<file path="config.mk">
export PLATFORM = sky130hd
export DESIGN_NAME = scpl_port
export DESIGN_NICKNAME = d
export VERILOG_FILES = /design/src/hw/scpl_pkg.sv /design/src/hw/scpl_port.sv
export VERILOG_INCLUDE_DIRS = /design/src /design/src/hw
export SDC_FILE = /design/constraint.sdc
export NUM_CORES = 1
export LEC_CHECK = 0
export BUFFER_PORTS_ARGS = -buffer_cell sky130_fd_sc_hd__buf_4
export CORE_ASPECT_RATIO = 1.4
export CORE_MARGIN = 2
export CORE_UTILIZATION = 45
export CTS_BUF_LIST = sky130_fd_sc_hd__clkbuf_2
export CTS_CLUSTER_DIAMETER = 80
export DETAILED_ROUTE_END_ITERATION = 10
export HOLD_SLACK_MARGIN = 0.15
export PLACE_DENSITY_LB_ADDON = 0.08
export SLEW_MARGIN = 20
export SYNTH_ARGS = -nofsm -noshare
export SYNTH_HDL_FRONTEND = slang
export SYNTH_SLANG_ARGS = --single-unit
</file>
<file path="constraint.sdc">
create_clock -name clk -period 6.75 [get_ports clk]
set_input_delay 1.0125 -clock clk [delete_from_list [all_inputs] [get_ports clk]]
set_output_delay 1.0125 -clock clk [all_outputs]
set_load 0.1 [all_outputs]
</file>
<file path="src/hw/scpl_regs.svh">
// constants of the serial command-line port
`ifndef SCPL_REGS_SVH
`define SCPL_REGS_SVH
`define SCPL_CLK_HZ 200000000
`define SCPL_BAUD 9600
`define SCPL_OVERSAMPLE 16
`define SCPL_DATA_BITS 8
`define SCPL_STOP_BITS 1
`define SCPL_ECHO_RST 1'b1
`define SCPL_FLOW_RST 1'b0
`define SCPL_LINE_DEPTH 128
`define SCPL_TXQ_DEPTH 16
`define SCPL_SMP_LO 4'h7
`define SCPL_SMP_HI 4'h9
`define SCPL_TK_LAST 4'hF
`define SCPL_CH_BS 8'h08
`define SCPL_CH_LF 8'h0A
`define SCPL_CH_CR 8'h0D
`define SCPL_CH_XON 8'h11
`define SCPL_CH_XOFF 8'h13
`define SCPL_CH_NAK 8'h15
`define SCPL_CH_CAN 8'h18
`define SCPL_CH_ESC 8'h1B
`define SCPL_CH_CTRL_MAX 8'h1F
`define SCPL_CH_SP 8'h20
`define SCPL_CH_BANG 8'h21
`define SCPL_QERR_CODE 16'hFE70
`endif

</file>
<file path="src/hw/scpl_pkg.sv">
// types of the serial command-line port
package scpl_pkg;
    typedef enum logic [1:0] {RX_IDLE, RX_START, RX_DATA, RX_STOP} scpl_rx_t;
    typedef enum logic {TX_IDLE, TX_SEND} scpl_tx_t;
    typedef struct packed {
        logic echo;
        logic flow;
    } scpl_cfg_t;
    typedef struct packed {
        logic valid;
        logic [7:0] len;
    } scpl_line_t;
endpackage

</file>
<file path="src/hw/scpl_port.sv">
// serial command-line port: uart, line buffer, echo and flow control
// Overview of operation
// - reset gives 9600 baud 8N1, echo on, flow control off
// - carriage return or line feed hands the buffered line to the parser
// - escape empties the line buffer and sends CR LF
// - backspace removes the last buffered character, never a terminator
// - backspace echoes as backspace, space, backspace
// - other control codes 00 to 1F are ignored
// - after the parser finishes a line, send CR LF
// - with flow control on, XON re-enables the transmitter
// - with flow control on, XOFF halts the transmitter
// - cancel clears receive and transmit queues and pointers
// - XOFF posts a queue loss error, code -400
// - with flow control on, XON drains pending transmit data then sends an exclamation mark
// - with echo on, every received non-control character is sent back
// - CR LF or LF CR back to back gives one response only
// - non-control characters go back over the same port
// - flow on: terminator answered XOFF CR with echo, else XOFF
// - echo queue overflow sends NAK and posts a queue error
`include "scpl_regs.svh"
`timescale 1ns/10ps
`default_nettype none
module scpl_port #(
    parameter int CLK_HZ = `SCPL_CLK_HZ,
    parameter int BAUD = `SCPL_BAUD,
    parameter int LINE_DEPTH = `SCPL_LINE_DEPTH,
    parameter int TXQ_DEPTH = `SCPL_TXQ_DEPTH
) (
    input wire logic clk,
    input wire logic resetn,
    input wire logic rxd,
    output logic txd,
    input wire logic cfgWr,
    input wire scpl_pkg::scpl_cfg_t cfgIn,
    output scpl_pkg::scpl_cfg_t cfg,
    output scpl_pkg::scpl_line_t line,
    input wire logic [7:0] lineRdAddr,
    output logic [7:0] lineRdData,
    input wire logic parseDone,
    input wire logic respValid,
    input wire logic [7:0] respData,
    output logic respReady,
    output logic queueErr,
    output logic [15:0] queueErrCode
);
    import scpl_pkg::*;

    localparam int DIV16 = (CLK_HZ + BAUD * `SCPL_OVERSAMPLE / 2) /
        (BAUD * `SCPL_OVERSAMPLE);
    localparam int PW = $clog2(DIV16 + 1);
    localparam int AW = $clog2(LINE_DEPTH);
    localparam int QA = $clog2(TXQ_DEPTH);
    localparam int QW = QA + 1;

    if (DIV16 < 2 || LINE_DEPTH < 2 || LINE_DEPTH > 255 ||
        TXQ_DEPTH < 4 || (1 << QA) != TXQ_DEPTH) begin : g_chk
        $error("scpl_port: unsupported parameter values");
    end

    function automatic logic maj3(input logic [2:0] v);
        return (v[0] & v[1]) | (v[1] & v[2]) | (v[0] & v[2]);
    endfunction

    // ---------------- baud tick and receiver
    logic [PW-1:0] preCnt_q;
    logic tick_q;
    logic [2:0] rxSync_q;
    logic rxIn_q;
    scpl_rx_t rxSt_q;
    logic [3:0] rxTk_q;
    logic [2:0] rxSmp_q;
    logic [2:0] rxBit_q;
    logic [7:0] rxSh_q;
    logic rxValid_q;
    logic [7:0] rxData_q;

    always_ff @(posedge clk or negedge resetn) begin
        if (!resetn) begin
            preCnt_q <= '0;
            tick_q <= 1'b0;
        end else begin
            tick_q <= (preCnt_q == PW'(DIV16 - 1));
            preCnt_q <= (preCnt_q == PW'(DIV16 - 1)) ? '0 :
                PW'(preCnt_q + 1'b1);
        end
    end

    // a change counts only when stages two and three agree
    always_ff @(posedge clk or negedge resetn) begin
        if (!resetn) begin
            rxSync_q <= 3'h7;
            rxIn_q <= 1'b1;
        end else begin
            rxSync_q <= {rxSync_q[1:0], rxd};
            if (rxSync_q[1] == rxSync_q[2])
                rxIn_q <= rxSync_q[2];
        end
    end

    always_ff @(posedge clk or negedge resetn) begin
        if (!resetn) begin
            rxSt_q <= RX_IDLE;
            rxTk_q <= '0;
            rxSmp_q <= '0;
            rxBit_q <= '0;
            rxSh_q <= '0;
        end else if (tick_q) begin
            unique case (rxSt_q)
                RX_IDLE: begin
                    rxTk_q <= '0;
                    rxBit_q <= '0;
                    if (!rxIn_q)
                        rxSt_q <= RX_START;
                end
                RX_START, RX_DATA, RX_STOP: begin
                    rxTk_q <= rxTk_q + 4'h1;
                    if (rxTk_q >= `SCPL_SMP_LO && rxTk_q <= `SCPL_SMP_HI)
                        rxSmp_q <= {rxSmp_q[1:0], rxIn_q};
                    if (rxTk_q == `SCPL_TK_LAST) begin
                        if (rxSt_q == RX_START) begin
                            // glitch shorter than half a bit is rejected
                            rxSt_q <= maj3(rxSmp_q) ? RX_IDLE : RX_DATA;
                        end else if (rxSt_q == RX_DATA) begin
                            rxSh_q <= {maj3(rxSmp_q), rxSh_q[7:1]};
                            rxBit_q <= rxBit_q + 3'h1;
                            if (rxBit_q == 3'(`SCPL_DATA_BITS - 1))
                                rxSt_q <= RX_STOP;
                        end else begin
                            rxSt_q <= RX_IDLE;
                        end
                    end
                end
            endcase
        end
    end

    // bad stop bit drops the character silently
    always_ff @(posedge clk or negedge resetn) begin
        if (!resetn) begin
            rxValid_q <= 1'b0;
            rxData_q <= '0;
        end else begin
            rxValid_q <= tick_q && rxSt_q == RX_STOP &&
                rxTk_q == `SCPL_TK_LAST && maj3(rxSmp_q);
            if (tick_q && rxSt_q == RX_STOP && rxTk_q == `SCPL_TK_LAST)
                rxData_q <= rxSh_q;
        end
    end

    // ---------------- character decode
    scpl_cfg_t cfg_q;
    logic halt_q;
    logic bangPend_q;
    logic nakPend_q;
    logic donePend_q;
    logic [7:0] prevTerm_q;
    logic [23:0] seq_q;
    logic [1:0] seqCnt_q;
    logic [7:0] wLen_q;
    logic [QW-1:0] qCnt_q;
    scpl_tx_t txSt_q;

    logic isTerm, isPair, isCan, isXon, isXoff, isPrint;
    logic evLoad, doStore, doDel, doHand, doClr;
    logic [23:0] evSeq;
    logic [1:0] evCnt;
    logic full, txLoad, pushSeq, pushNak, pushBang, pushEn;
    wire logic [7:0] c = rxData_q;

    always_comb begin
        isTerm = rxValid_q && (c == `SCPL_CH_CR || c == `SCPL_CH_LF);
        isPair = isTerm && prevTerm_q != 8'h00 && prevTerm_q != c;
        isCan = rxValid_q && c == `SCPL_CH_CAN;
        isXon = rxValid_q && c == `SCPL_CH_XON;
        isXoff = rxValid_q && c == `SCPL_CH_XOFF;
        isPrint = rxValid_q && c > `SCPL_CH_CTRL_MAX;
        evLoad = 1'b0;
        evSeq = '0;
        evCnt = '0;
        doStore = 1'b0;
        doDel = 1'b0;
        doHand = 1'b0;
        doClr = 1'b0;
        if (isTerm && !isPair) begin
            doHand = 1'b1;
            evLoad = 1'b1;
            if (cfg_q.flow) begin
                evSeq = {8'h00, `SCPL_CH_CR, `SCPL_CH_XOFF};
                evCnt = cfg_q.echo ? 2'd2 : 2'd1;
            end else begin
                evSeq = {16'h0000, c};
                evCnt = cfg_q.echo ? 2'd1 : 2'd0;
            end
        end else if (rxValid_q && c == `SCPL_CH_ESC) begin
            // resync clears line, replies CR LF
            doClr = 1'b1;
            evLoad = 1'b1;
            evSeq = {8'h00, `SCPL_CH_LF, `SCPL_CH_CR};
            evCnt = 2'd3 - 2'd1;
        end else if (rxValid_q && c == `SCPL_CH_BS) begin
            // terminators never sit in the buffer
            doDel = (wLen_q != 8'h00);
            evLoad = cfg_q.echo;
            evSeq = {`SCPL_CH_BS, `SCPL_CH_SP, `SCPL_CH_BS};
            evCnt = 2'd3;
        end else if (isPrint) begin
            doStore = (wLen_q < 8'(LINE_DEPTH));
            evLoad = cfg_q.echo;
            evSeq = {16'h0000, c};
            evCnt = 2'd1;
        end
        // any other control code falls through unused
    end

    always_ff @(posedge clk or negedge resetn) begin
        if (!resetn)
            cfg_q <= '{echo: `SCPL_ECHO_RST, flow: `SCPL_FLOW_RST};
        else if (cfgWr)
            cfg_q <= cfgIn;
    end

    // remembers first terminator of a pair
    always_ff @(posedge clk or negedge resetn) begin
        if (!resetn)
            prevTerm_q <= 8'h00;
        else if (rxValid_q)
            prevTerm_q <= (isTerm && !isPair) ? c : 8'h00;
    end

    // ---------------- line buffer
    logic [7:0] lineMem [LINE_DEPTH];
    scpl_line_t line_q;
    logic [7:0] lineRd_q;

    always_ff @(posedge clk) begin
        if (doStore)
            lineMem[wLen_q[AW-1:0]] <= c;
    end

    always_ff @(posedge clk or negedge resetn) begin
        if (!resetn) begin
            wLen_q <= 8'h00;
            line_q <= '0;
            lineRd_q <= 8'h00;
        end else begin
            line_q.valid <= doHand;
            lineRd_q <= lineMem[lineRdAddr[AW-1:0]];
            if (doHand)
                line_q.len <= wLen_q;
            if (doHand || doClr || isCan)
                wLen_q <= 8'h00;
            else if (doDel)
                wLen_q <= wLen_q - 8'h01;
            else if (doStore)
                wLen_q <= wLen_q + 8'h01;
        end
    end

    // ---------------- flow control
    always_ff @(posedge clk or negedge resetn) begin
        if (!resetn) begin
            halt_q <= 1'b0;
            bangPend_q <= 1'b0;
        end else begin
            if (isXoff && cfg_q.flow)
                halt_q <= 1'b1;
            else if (isXon && cfg_q.flow)
                halt_q <= 1'b0;
            if (isXon && cfg_q.flow)
                bangPend_q <= 1'b1;
            else if (pushBang || isCan)
                bangPend_q <= 1'b0;
        end
    end

    // ---------------- transmit queue
    logic [7:0] txq [TXQ_DEPTH];
    logic [QA-1:0] qWr_q, qRd_q;
    logic respReady_q;
    logic [7:0] pushData;

    always_comb begin
        full = (qCnt_q == QW'(TXQ_DEPTH));
        txLoad = txSt_q == TX_IDLE && qCnt_q != '0 && !halt_q;
        pushSeq = seqCnt_q != 2'd0 && !full && !(respValid && respReady_q);
        pushNak = nakPend_q && seqCnt_q == 2'd0 && !full &&
            !(respValid && respReady_q);
        // bang only once queue and line are idle
        pushBang = bangPend_q && qCnt_q == '0 && txSt_q == TX_IDLE &&
            !halt_q && seqCnt_q == 2'd0 && !nakPend_q && !respValid;
        pushEn = (respValid && respReady_q) || pushSeq || pushNak ||
            pushBang;
        pushData = (respValid && respReady_q) ? respData :
            pushSeq ? seq_q[7:0] : pushNak ? `SCPL_CH_NAK :
            `SCPL_CH_BANG;
    end

    always_ff @(posedge clk) begin
        if (pushEn)
            txq[qWr_q] <= pushData;
    end

    always_ff @(posedge clk or negedge resetn) begin
        if (!resetn) begin
            qWr_q <= '0;
            qRd_q <= '0;
            qCnt_q <= '0;
            respReady_q <= 1'b0;
        end else if (isCan) begin
            qWr_q <= '0;
            qRd_q <= '0;
            qCnt_q <= '0;
            respReady_q <= 1'b0;
        end else begin
            // margin of two covers the registered ready
            respReady_q <= qCnt_q < QW'(TXQ_DEPTH - 2);
            if (pushEn)
                qWr_q <= qWr_q + 1'b1;
            if (txLoad)
                qRd_q <= qRd_q + 1'b1;
            qCnt_q <= QW'(qCnt_q + QW'(pushEn) - QW'(txLoad));
        end
    end

    // seq holds up to three reply bytes, oldest in the low byte
    always_ff @(posedge clk or negedge resetn) begin
        if (!resetn) begin
            seq_q <= '0;
            seqCnt_q <= 2'd0;
            nakPend_q <= 1'b0;
            donePend_q <= 1'b0;
        end else if (isCan) begin
            seqCnt_q <= 2'd0;
            nakPend_q <= 1'b0;
            donePend_q <= 1'b0;
        end else begin
            if (parseDone)
                donePend_q <= 1'b1;
            if (evLoad && evCnt != 2'd0) begin
                seq_q <= evSeq;
                seqCnt_q <= evCnt;
            end else if (donePend_q && seqCnt_q == 2'd0) begin
                // CR LF once the line is dispatched
                seq_q <= {8'h00, `SCPL_CH_LF, `SCPL_CH_CR};
                seqCnt_q <= 2'd2;
                // a done in this same cycle stays pending
                donePend_q <= parseDone;
            end else if (seqCnt_q != 2'd0 && full) begin
                // overflow drops the reply and flags NAK
                seqCnt_q <= 2'd0;
                nakPend_q <= 1'b1;
            end else if (pushSeq) begin
                seq_q <= {8'h00, seq_q[23:8]};
                seqCnt_q <= seqCnt_q - 2'd1;
            end
            if (pushNak)
                nakPend_q <= 1'b0;
        end
    end

    // queue loss error on XOFF or overflow
    logic queueErr_q;
    always_ff @(posedge clk or negedge resetn) begin
        if (!resetn)
            queueErr_q <= 1'b0;
        else
            queueErr_q <= isXoff || pushNak;
    end

    // ---------------- transmitter
    logic [9:0] txSh_q;
    logic [3:0] txTk_q;
    logic [3:0] txBit_q;
    logic txd_q;

    always_ff @(posedge clk or negedge resetn) begin
        if (!resetn) begin
            txSt_q <= TX_IDLE;
            txSh_q <= '1;
            txTk_q <= '0;
            txBit_q <= '0;
            txd_q <= 1'b1;
        end else begin
            unique case (txSt_q)
                TX_IDLE: begin
                    if (txLoad) begin
                        txSh_q <= {1'b1, txq[qRd_q], 1'b0};
                        txd_q <= 1'b0;
                        txTk_q <= '0;
                        txBit_q <= '0;
                        txSt_q <= TX_SEND;
                    end
                end
                TX_SEND: begin
                    if (tick_q) begin
                        txTk_q <= txTk_q + 4'h1;
                        if (txTk_q == `SCPL_TK_LAST) begin
                            txBit_q <= txBit_q + 4'h1;
                            txSh_q <= {1'b1, txSh_q[9:1]};
                            txd_q <= txSh_q[1];
                            if (txBit_q == 4'd9) begin
                                txd_q <= 1'b1;
                                txSt_q <= TX_IDLE;
                            end
                        end
                    end
                end
            endcase
        end
    end

    assign txd = txd_q;
    assign cfg = cfg_q;
    assign line = line_q;
    assign lineRdData = lineRd_q;
    assign respReady = respReady_q;
    assign queueErr = queueErr_q;
    assign queueErrCode = `SCPL_QERR_CODE;
endmodule
`default_nettype wire

</file>
# After elaboration in Yosys (flattened, before gate mapping)
# Memory sizes are Yosys's and may differ from the RTL's. A register that Yosys moved wholly into a read port is not among the register bits.
# Index checks and enable logic that the tools add are counted.
[op_classes]
add_sub_neg = 12
multipliers = 0
div = 0
n_lt_le_gt_ge = 5
n_eq_ne = 29
n_shift = 0
n_mux = 98
n_bitwise = 8
n_reduce_logical = 73
[ops]
columns = ["operator", "n"]
rows = [
  ["$mux 24", 5],
  ["$mux 8", 7],
  ["$mux 1", 42],
  ["$mux 20", 2],
  ["$logic_and 1x1->1", 33],
  ["$eq 8x5->1 const B", 4],
  ["$mux 2", 16],
  ["$mux 4", 8],
  ["$mux 10", 3],
  ["$eq 8x4->1 const B", 3],
  ["$pmux 4 s2", 3],
  ["$add 4x1->4 const B", 5],
  ["$pmux 10 s2", 1],
  ["$reduce_bool 8->1", 2],
  ["$eq 4x4->1 const B", 3],
  ["$mux 12", 1],
  ["$ne 2x2->1 const B", 6],
  ["$reduce_and 3->1", 4],
  ["$reduce_bool 2->1", 6],
  ["$add 11x1->11 const B", 1],
  ["$eq 11x11->1 const B", 1],
  ["$mux 11", 1],
  ["$reduce_bool 5->1", 2],
  ["$mux 3", 3],
  ["37 further kinds", 63],
]
[totals]
reg_bits = 137
latch_bits = 0
mem_bits_rw = 1152
mem_bits_ro = 0
in_bits = 24
out_inout_bits = 38
word_cells = 260
n_memories = 2
[mem_list]
columns = ["name", "words", "width", "read_ports", "rd_ports_with_merged_regs", "write_ports", "line_no", "text"]
rows = [
  ["lineMem", 128, 8, 1, 1, 1, "scpl_port.sv:231", "logic [7:0] lineMem [LINE_DEPTH];"],
  ["txq", 16, 8, 1, 0, 1, "scpl_port.sv:277", "logic [7:0] txq [TXQ_DEPTH];"],
]

# Longest topological paths before layout
[depth]
ltp_word = 13
mapped_depth = 20
ltp_nobuf = 18

# Worst setup path before layout
# No wires, ideal clock.
[synth_path]
kind = "register to register"
startpoint = "register rxData_q[2] (netlist: c[2])"
endpoint = "register wLen_q[6]"
arrival_time_ns = 4.005
required_time_ns = 6.621
setup_slack_ns = 2.617
path_stages_with_launch = 13
path_buffers = 1
path_cell_list = "dfrtp_1 > clkbuf_1 > nor3_1 > and3_1 > o21a_1 > fa_1 > a21oi_1 > o21bai_1 > a21o_1 > a21oi_1 > xor2_1 > o21ai_0 > nor2b_1"
[synth_via]
elab_chain_len = 11
word_cells_on_any_way = 32
classes_between = "1 x order compare; 6 x eq/ne; 12 x mux; 13 x reduce/logical"
[synth_lines]
columns = ["element", "line_no", "text"]
rows = [
  ["start: declaration", "scpl_port.sv:75", "logic [7:0] rxData_q;"],
  ["start signal: assignment", "scpl_port.sv:146", "rxData_q <= rxSh_q;"],
  ["branches (longest 11 deep; another with $gt 8x5->1)", "--", ""],
  ["end signal: assignment", "scpl_port.sv:253", "wLen_q <= wLen_q - 8'h01;"],
  ["end signal: assignment", "scpl_port.sv:255", "wLen_q <= wLen_q + 8'h01;"],
  ["end: declaration", "scpl_port.sv:159", "logic [7:0] wLen_q;"],
]
# Several ways; the timed one is not identified.
# A chain may end at the register's enable or synchronous reset.

# Worst setup path in the final report
[layout_path]
startpoint = "register rxData_q[1] (netlist: c[1])"
endpoint = "register seq_q[1]"
[layout_via]
elab_chain_len = 12
word_cells_on_any_way = 37
classes_between = "1 x order compare; 7 x eq/ne; 14 x mux; 1 x bitwise; 14 x reduce/logical"
[layout_lines]
columns = ["element", "line_no", "text"]
rows = [
  ["branches (longest 12 deep; another with $gt 8x5->1)", "--", ""],
  ["end signal: assignment", "scpl_port.sv:340", "seq_q <= evSeq;"],
  ["end signal: assignment", "scpl_port.sv:344", "seq_q <= {8'h00, `SCPL_CH_LF, `SCPL_CH_CR};"],
  ["end signal: assignment", "scpl_port.sv:353", "seq_q <= {8'h00, seq_q[23:8]};"],
  ["end: declaration", "scpl_port.sv:157", "logic [23:0] seq_q;"],
]
# Several ways; the timed one is not identified.

==> run metrics <==
status finished, final reports clean; vias in the first global route between 20000 and 30000; Post-DP HPWL 72.2 mm; Worst EP arrival roughly 5200 ps; slowest cell delay on critical path 1040 ps; top_reg_cell synth edfxtp_1; Slew HR 28.2%; Syn Area/Cell 20.4 µm²; filler instances around 9500; count leader, synth edfxtp_1; Max-Cap Viols 0; routed vias approximately 25000; Max Transition Viols Final 0; num rows 145; Startpoint Class register; DRT antenna net count 0; Crit path max-delay family flip-flops; grt ovf 0; Post-CTS Repair Setup Buffers 0; full die area 116000 µm²; first-pass GRT wire length 175 mm; wirelength, routed 117 mm; Synth top cells by count edfxtp_1, mux4_2, nor2_1, dfrtp_1, nand2_1; post-place setup slack 2540 ps; CTS tree done; port bufs 44; Core ar. 112000 µm²; Die W 288 µm; register clock-pin slew on the reported worst setup and hold paths ~100 ps; Num CTS Buffers 316; min-delay worst type register to register; slowest CP cell dfrtp_4; initial antenna violation count 2; EDFF count, synth about 1200; WP buf/inv 2; final worst path period need 3800 ps; cell taking the most area after synthesis edfxtp_1; largest net degree at the start of global routing 97; DRC 0; Crit. End Element register; ys async rst share 10.2%; crit path max fanout 83; Power Total 14.9 mW; Total Routing Usage GR 20.9%; clk buf depth 4; post-synth top area share between 60% and 70%; drt wl/cell 26.3 µm; period utilization 56.4%; final hold vios 0; Synth Instances 2482; post-synth cell types 69; RSZ-0062 raised after global routing false; Slew @ Worst Pin 1080 ps; Max VDD drop 0.270 mV; final net count 2844; Seq. cell area between 30000 and 40000 µm²; Initial Util between 40 and 50%; register area share after synthesis 74.7%; Die Span Y approximately 400 µm; clk sink count approximately 1300; area of the multi-input gates 12200 µm²; fraction of layout cells with a size suffix above 1 about a third; final setup vio count 0; Lkg Pwr ~16 nW; TNS Setup 0 ps; worst skew pair latency 1550 ps; P per Cell Area 267 nW/µm²; Syn Std Cell Area 50700 µm²; Synth area leaders edfxtp_1, mux4_2, dfrtp_1; CP cell instances buf_4, xor2_1, nor4_1, a21oi_1, or2_1, inv_2, o22ai_1, mux2i_1, mux2_1; setup ws final 2950 ps; Clock Root Buffer clkbuf_2; Vias/cell 5.56; Layout Skew 130 ps; Ys Warns 0; #FFs+latches synth 1283; I/O Pins 62; Pre-Repair DR Iteration Count 5; Fmax 263 MHz; Required @ worst endpoint 8140 ps; Area Overhead vs Synth 9.80%; initial DRC count 1750; gpl congestion 0.804; critical path class register to register; H-Tree Depth 5
-- report_power, final --
group / total, mW / internal, mW / switching [mW]
clock: 4.86 / 1.93 / 2.93
sequential: 8.95 / 8.87 / 0.0823
combinational: 1.08 / 0.380 / 0.703
total: 14.9 / 11.2 / 3.72
-- final timing paths --
kind / startpoint / end / slack (ps) / depth (start not counted)
max: c[1]$_DFFE_PN0P_ / seq_q[1]$_DFFE_PN0P_ / 2950 / 9
min: rxSync_q[0]$_DFF_PN1_ / rxSync_q[1]$_DFF_PN1_ / 350 / 0
max reg2reg: c[1]$_DFFE_PN0P_ / seq_q[1]$_DFFE_PN0P_ / 2950 / 9
min reg2reg: rxSync_q[0]$_DFF_PN1_ / rxSync_q[1]$_DFF_PN1_ / 350 / 0
max in group asynchronous: resetn / qRd_q[0]$_DFFE_PN0P_ / 5370 / 4
min in group asynchronous: resetn / cfg[1]$_DFFE_PN1P_ / 620 / 3
-- routing by layer --
metal	wire length (µm)	share of wire, %	vias to the layer above	global-route usage (%)
met2	64100	55	743	37.0
met4	3370	2.9	0	7.74
li1	-	-	10900	-
met5	0	0	-	0
met3	6170	5.3	176	4.87
met1	43800	37	13000	24.7
-- stage by stage --
| step | area, µm² | hold WS (ps) | utilization, % | instances |
|---|---|---|---|---|
| floorplan | 50800 | 345 | - | 2496 |
| global placement | 52700 | 348 | 47.2 | 3906 |
| detailed placement | 52700 | 347 | 47.2 | 3906 |
| CTS | 55700 | 288 | 49.8 | 4460 |
| global route | 55700 | 367 | 49.9 | 4462 |
| finish | 55700 | 354 | 49.9 | 4462 |
-- logic make-up (layout without fill, tap and decap cells) --
| family | Yosys count | count (layout) | synth area share, % |
|---|---|---|---|
| flops | 1283 | 1283 | 74.7 |
| compound gates | 145 | 145 | 1.83 |
| fa+ha+maj | 35 | 35 | 0.883 |
| other cells | 2 | 18 | 0.0148 |
| simple gates | 409 | 409 | 3.68 |
| buf+inv | 173 | 667 | 1.50 |
| xor+xnor | 34 | 34 | 0.587 |
| mux | 401 | 401 | 16.9 |
-- flip-flops by register name (all words and copies together) (netlist names), 5 cells and up, named ones only --
signal / count
rxSh_q: 8
seq_q: 12
prevTerm_q: 8
lineRdData: 8
wLen_q: 8
txSh_q: 8
line: 9
txq: 128
c: 8
qCnt_q: 5
lineMem: 1024
preCnt_q: 11
-- worst register-to-register path: stages (launching register included) --
cell and delay [ps]:
dfrtp_4 1040, buf_4 710, xor2_1 200, nor4_1 70
a21oi_1 340, or2_1 460, inv_2 250, o22ai_1 260
mux2i_1 110, mux2_1 290
-- layout by cell type, fill, tap and decap left out, types with 8 or more instances in the layout --
cell type and n:
a22o_1 10, dfrtp_1 108, nor4_1 11, nand2_1 90, inv_1 31, mux2_2 23
ha_1 31, a21o_1 8, clkbuf_2 469, nor2_1 185, o21ai_0 14, mux4_2 360
and2_1 19, conb_1 16, clkinv_1 42, nor3_1 8, a21oi_1 27, dfstp_2 14
o21ai_1 15, nor2b_1 16, o22ai_1 39, mux2i_1 14, edfxtp_1 1152, xor2_1 20
dlygate4sd3_1 32, xnor2_1 14, nand3_1 24, dfrtp_4 8, buf_4 70
-- timing repair --
item | CTS | global route
resized for setup | 0 | 0
hold buffers | 33 | 0
hold endpoints to repair | 260 | 0
-- final cells by class --
type | count | area share [%]
Sequential cell | 1283 | 68.1
Multi-Input combinational cell | 1040 | 21.9
Clock buffer | 469 | 4.21
Tap cell | 1470 | 3.30
Timing Repair Buffer | 112 | 1.84
Clock inverter | 52 | 0.498
Inverter | 34 | 0.229
Antenna cell | 2 | 0.00898
Power figures use the tool's default switching activity.
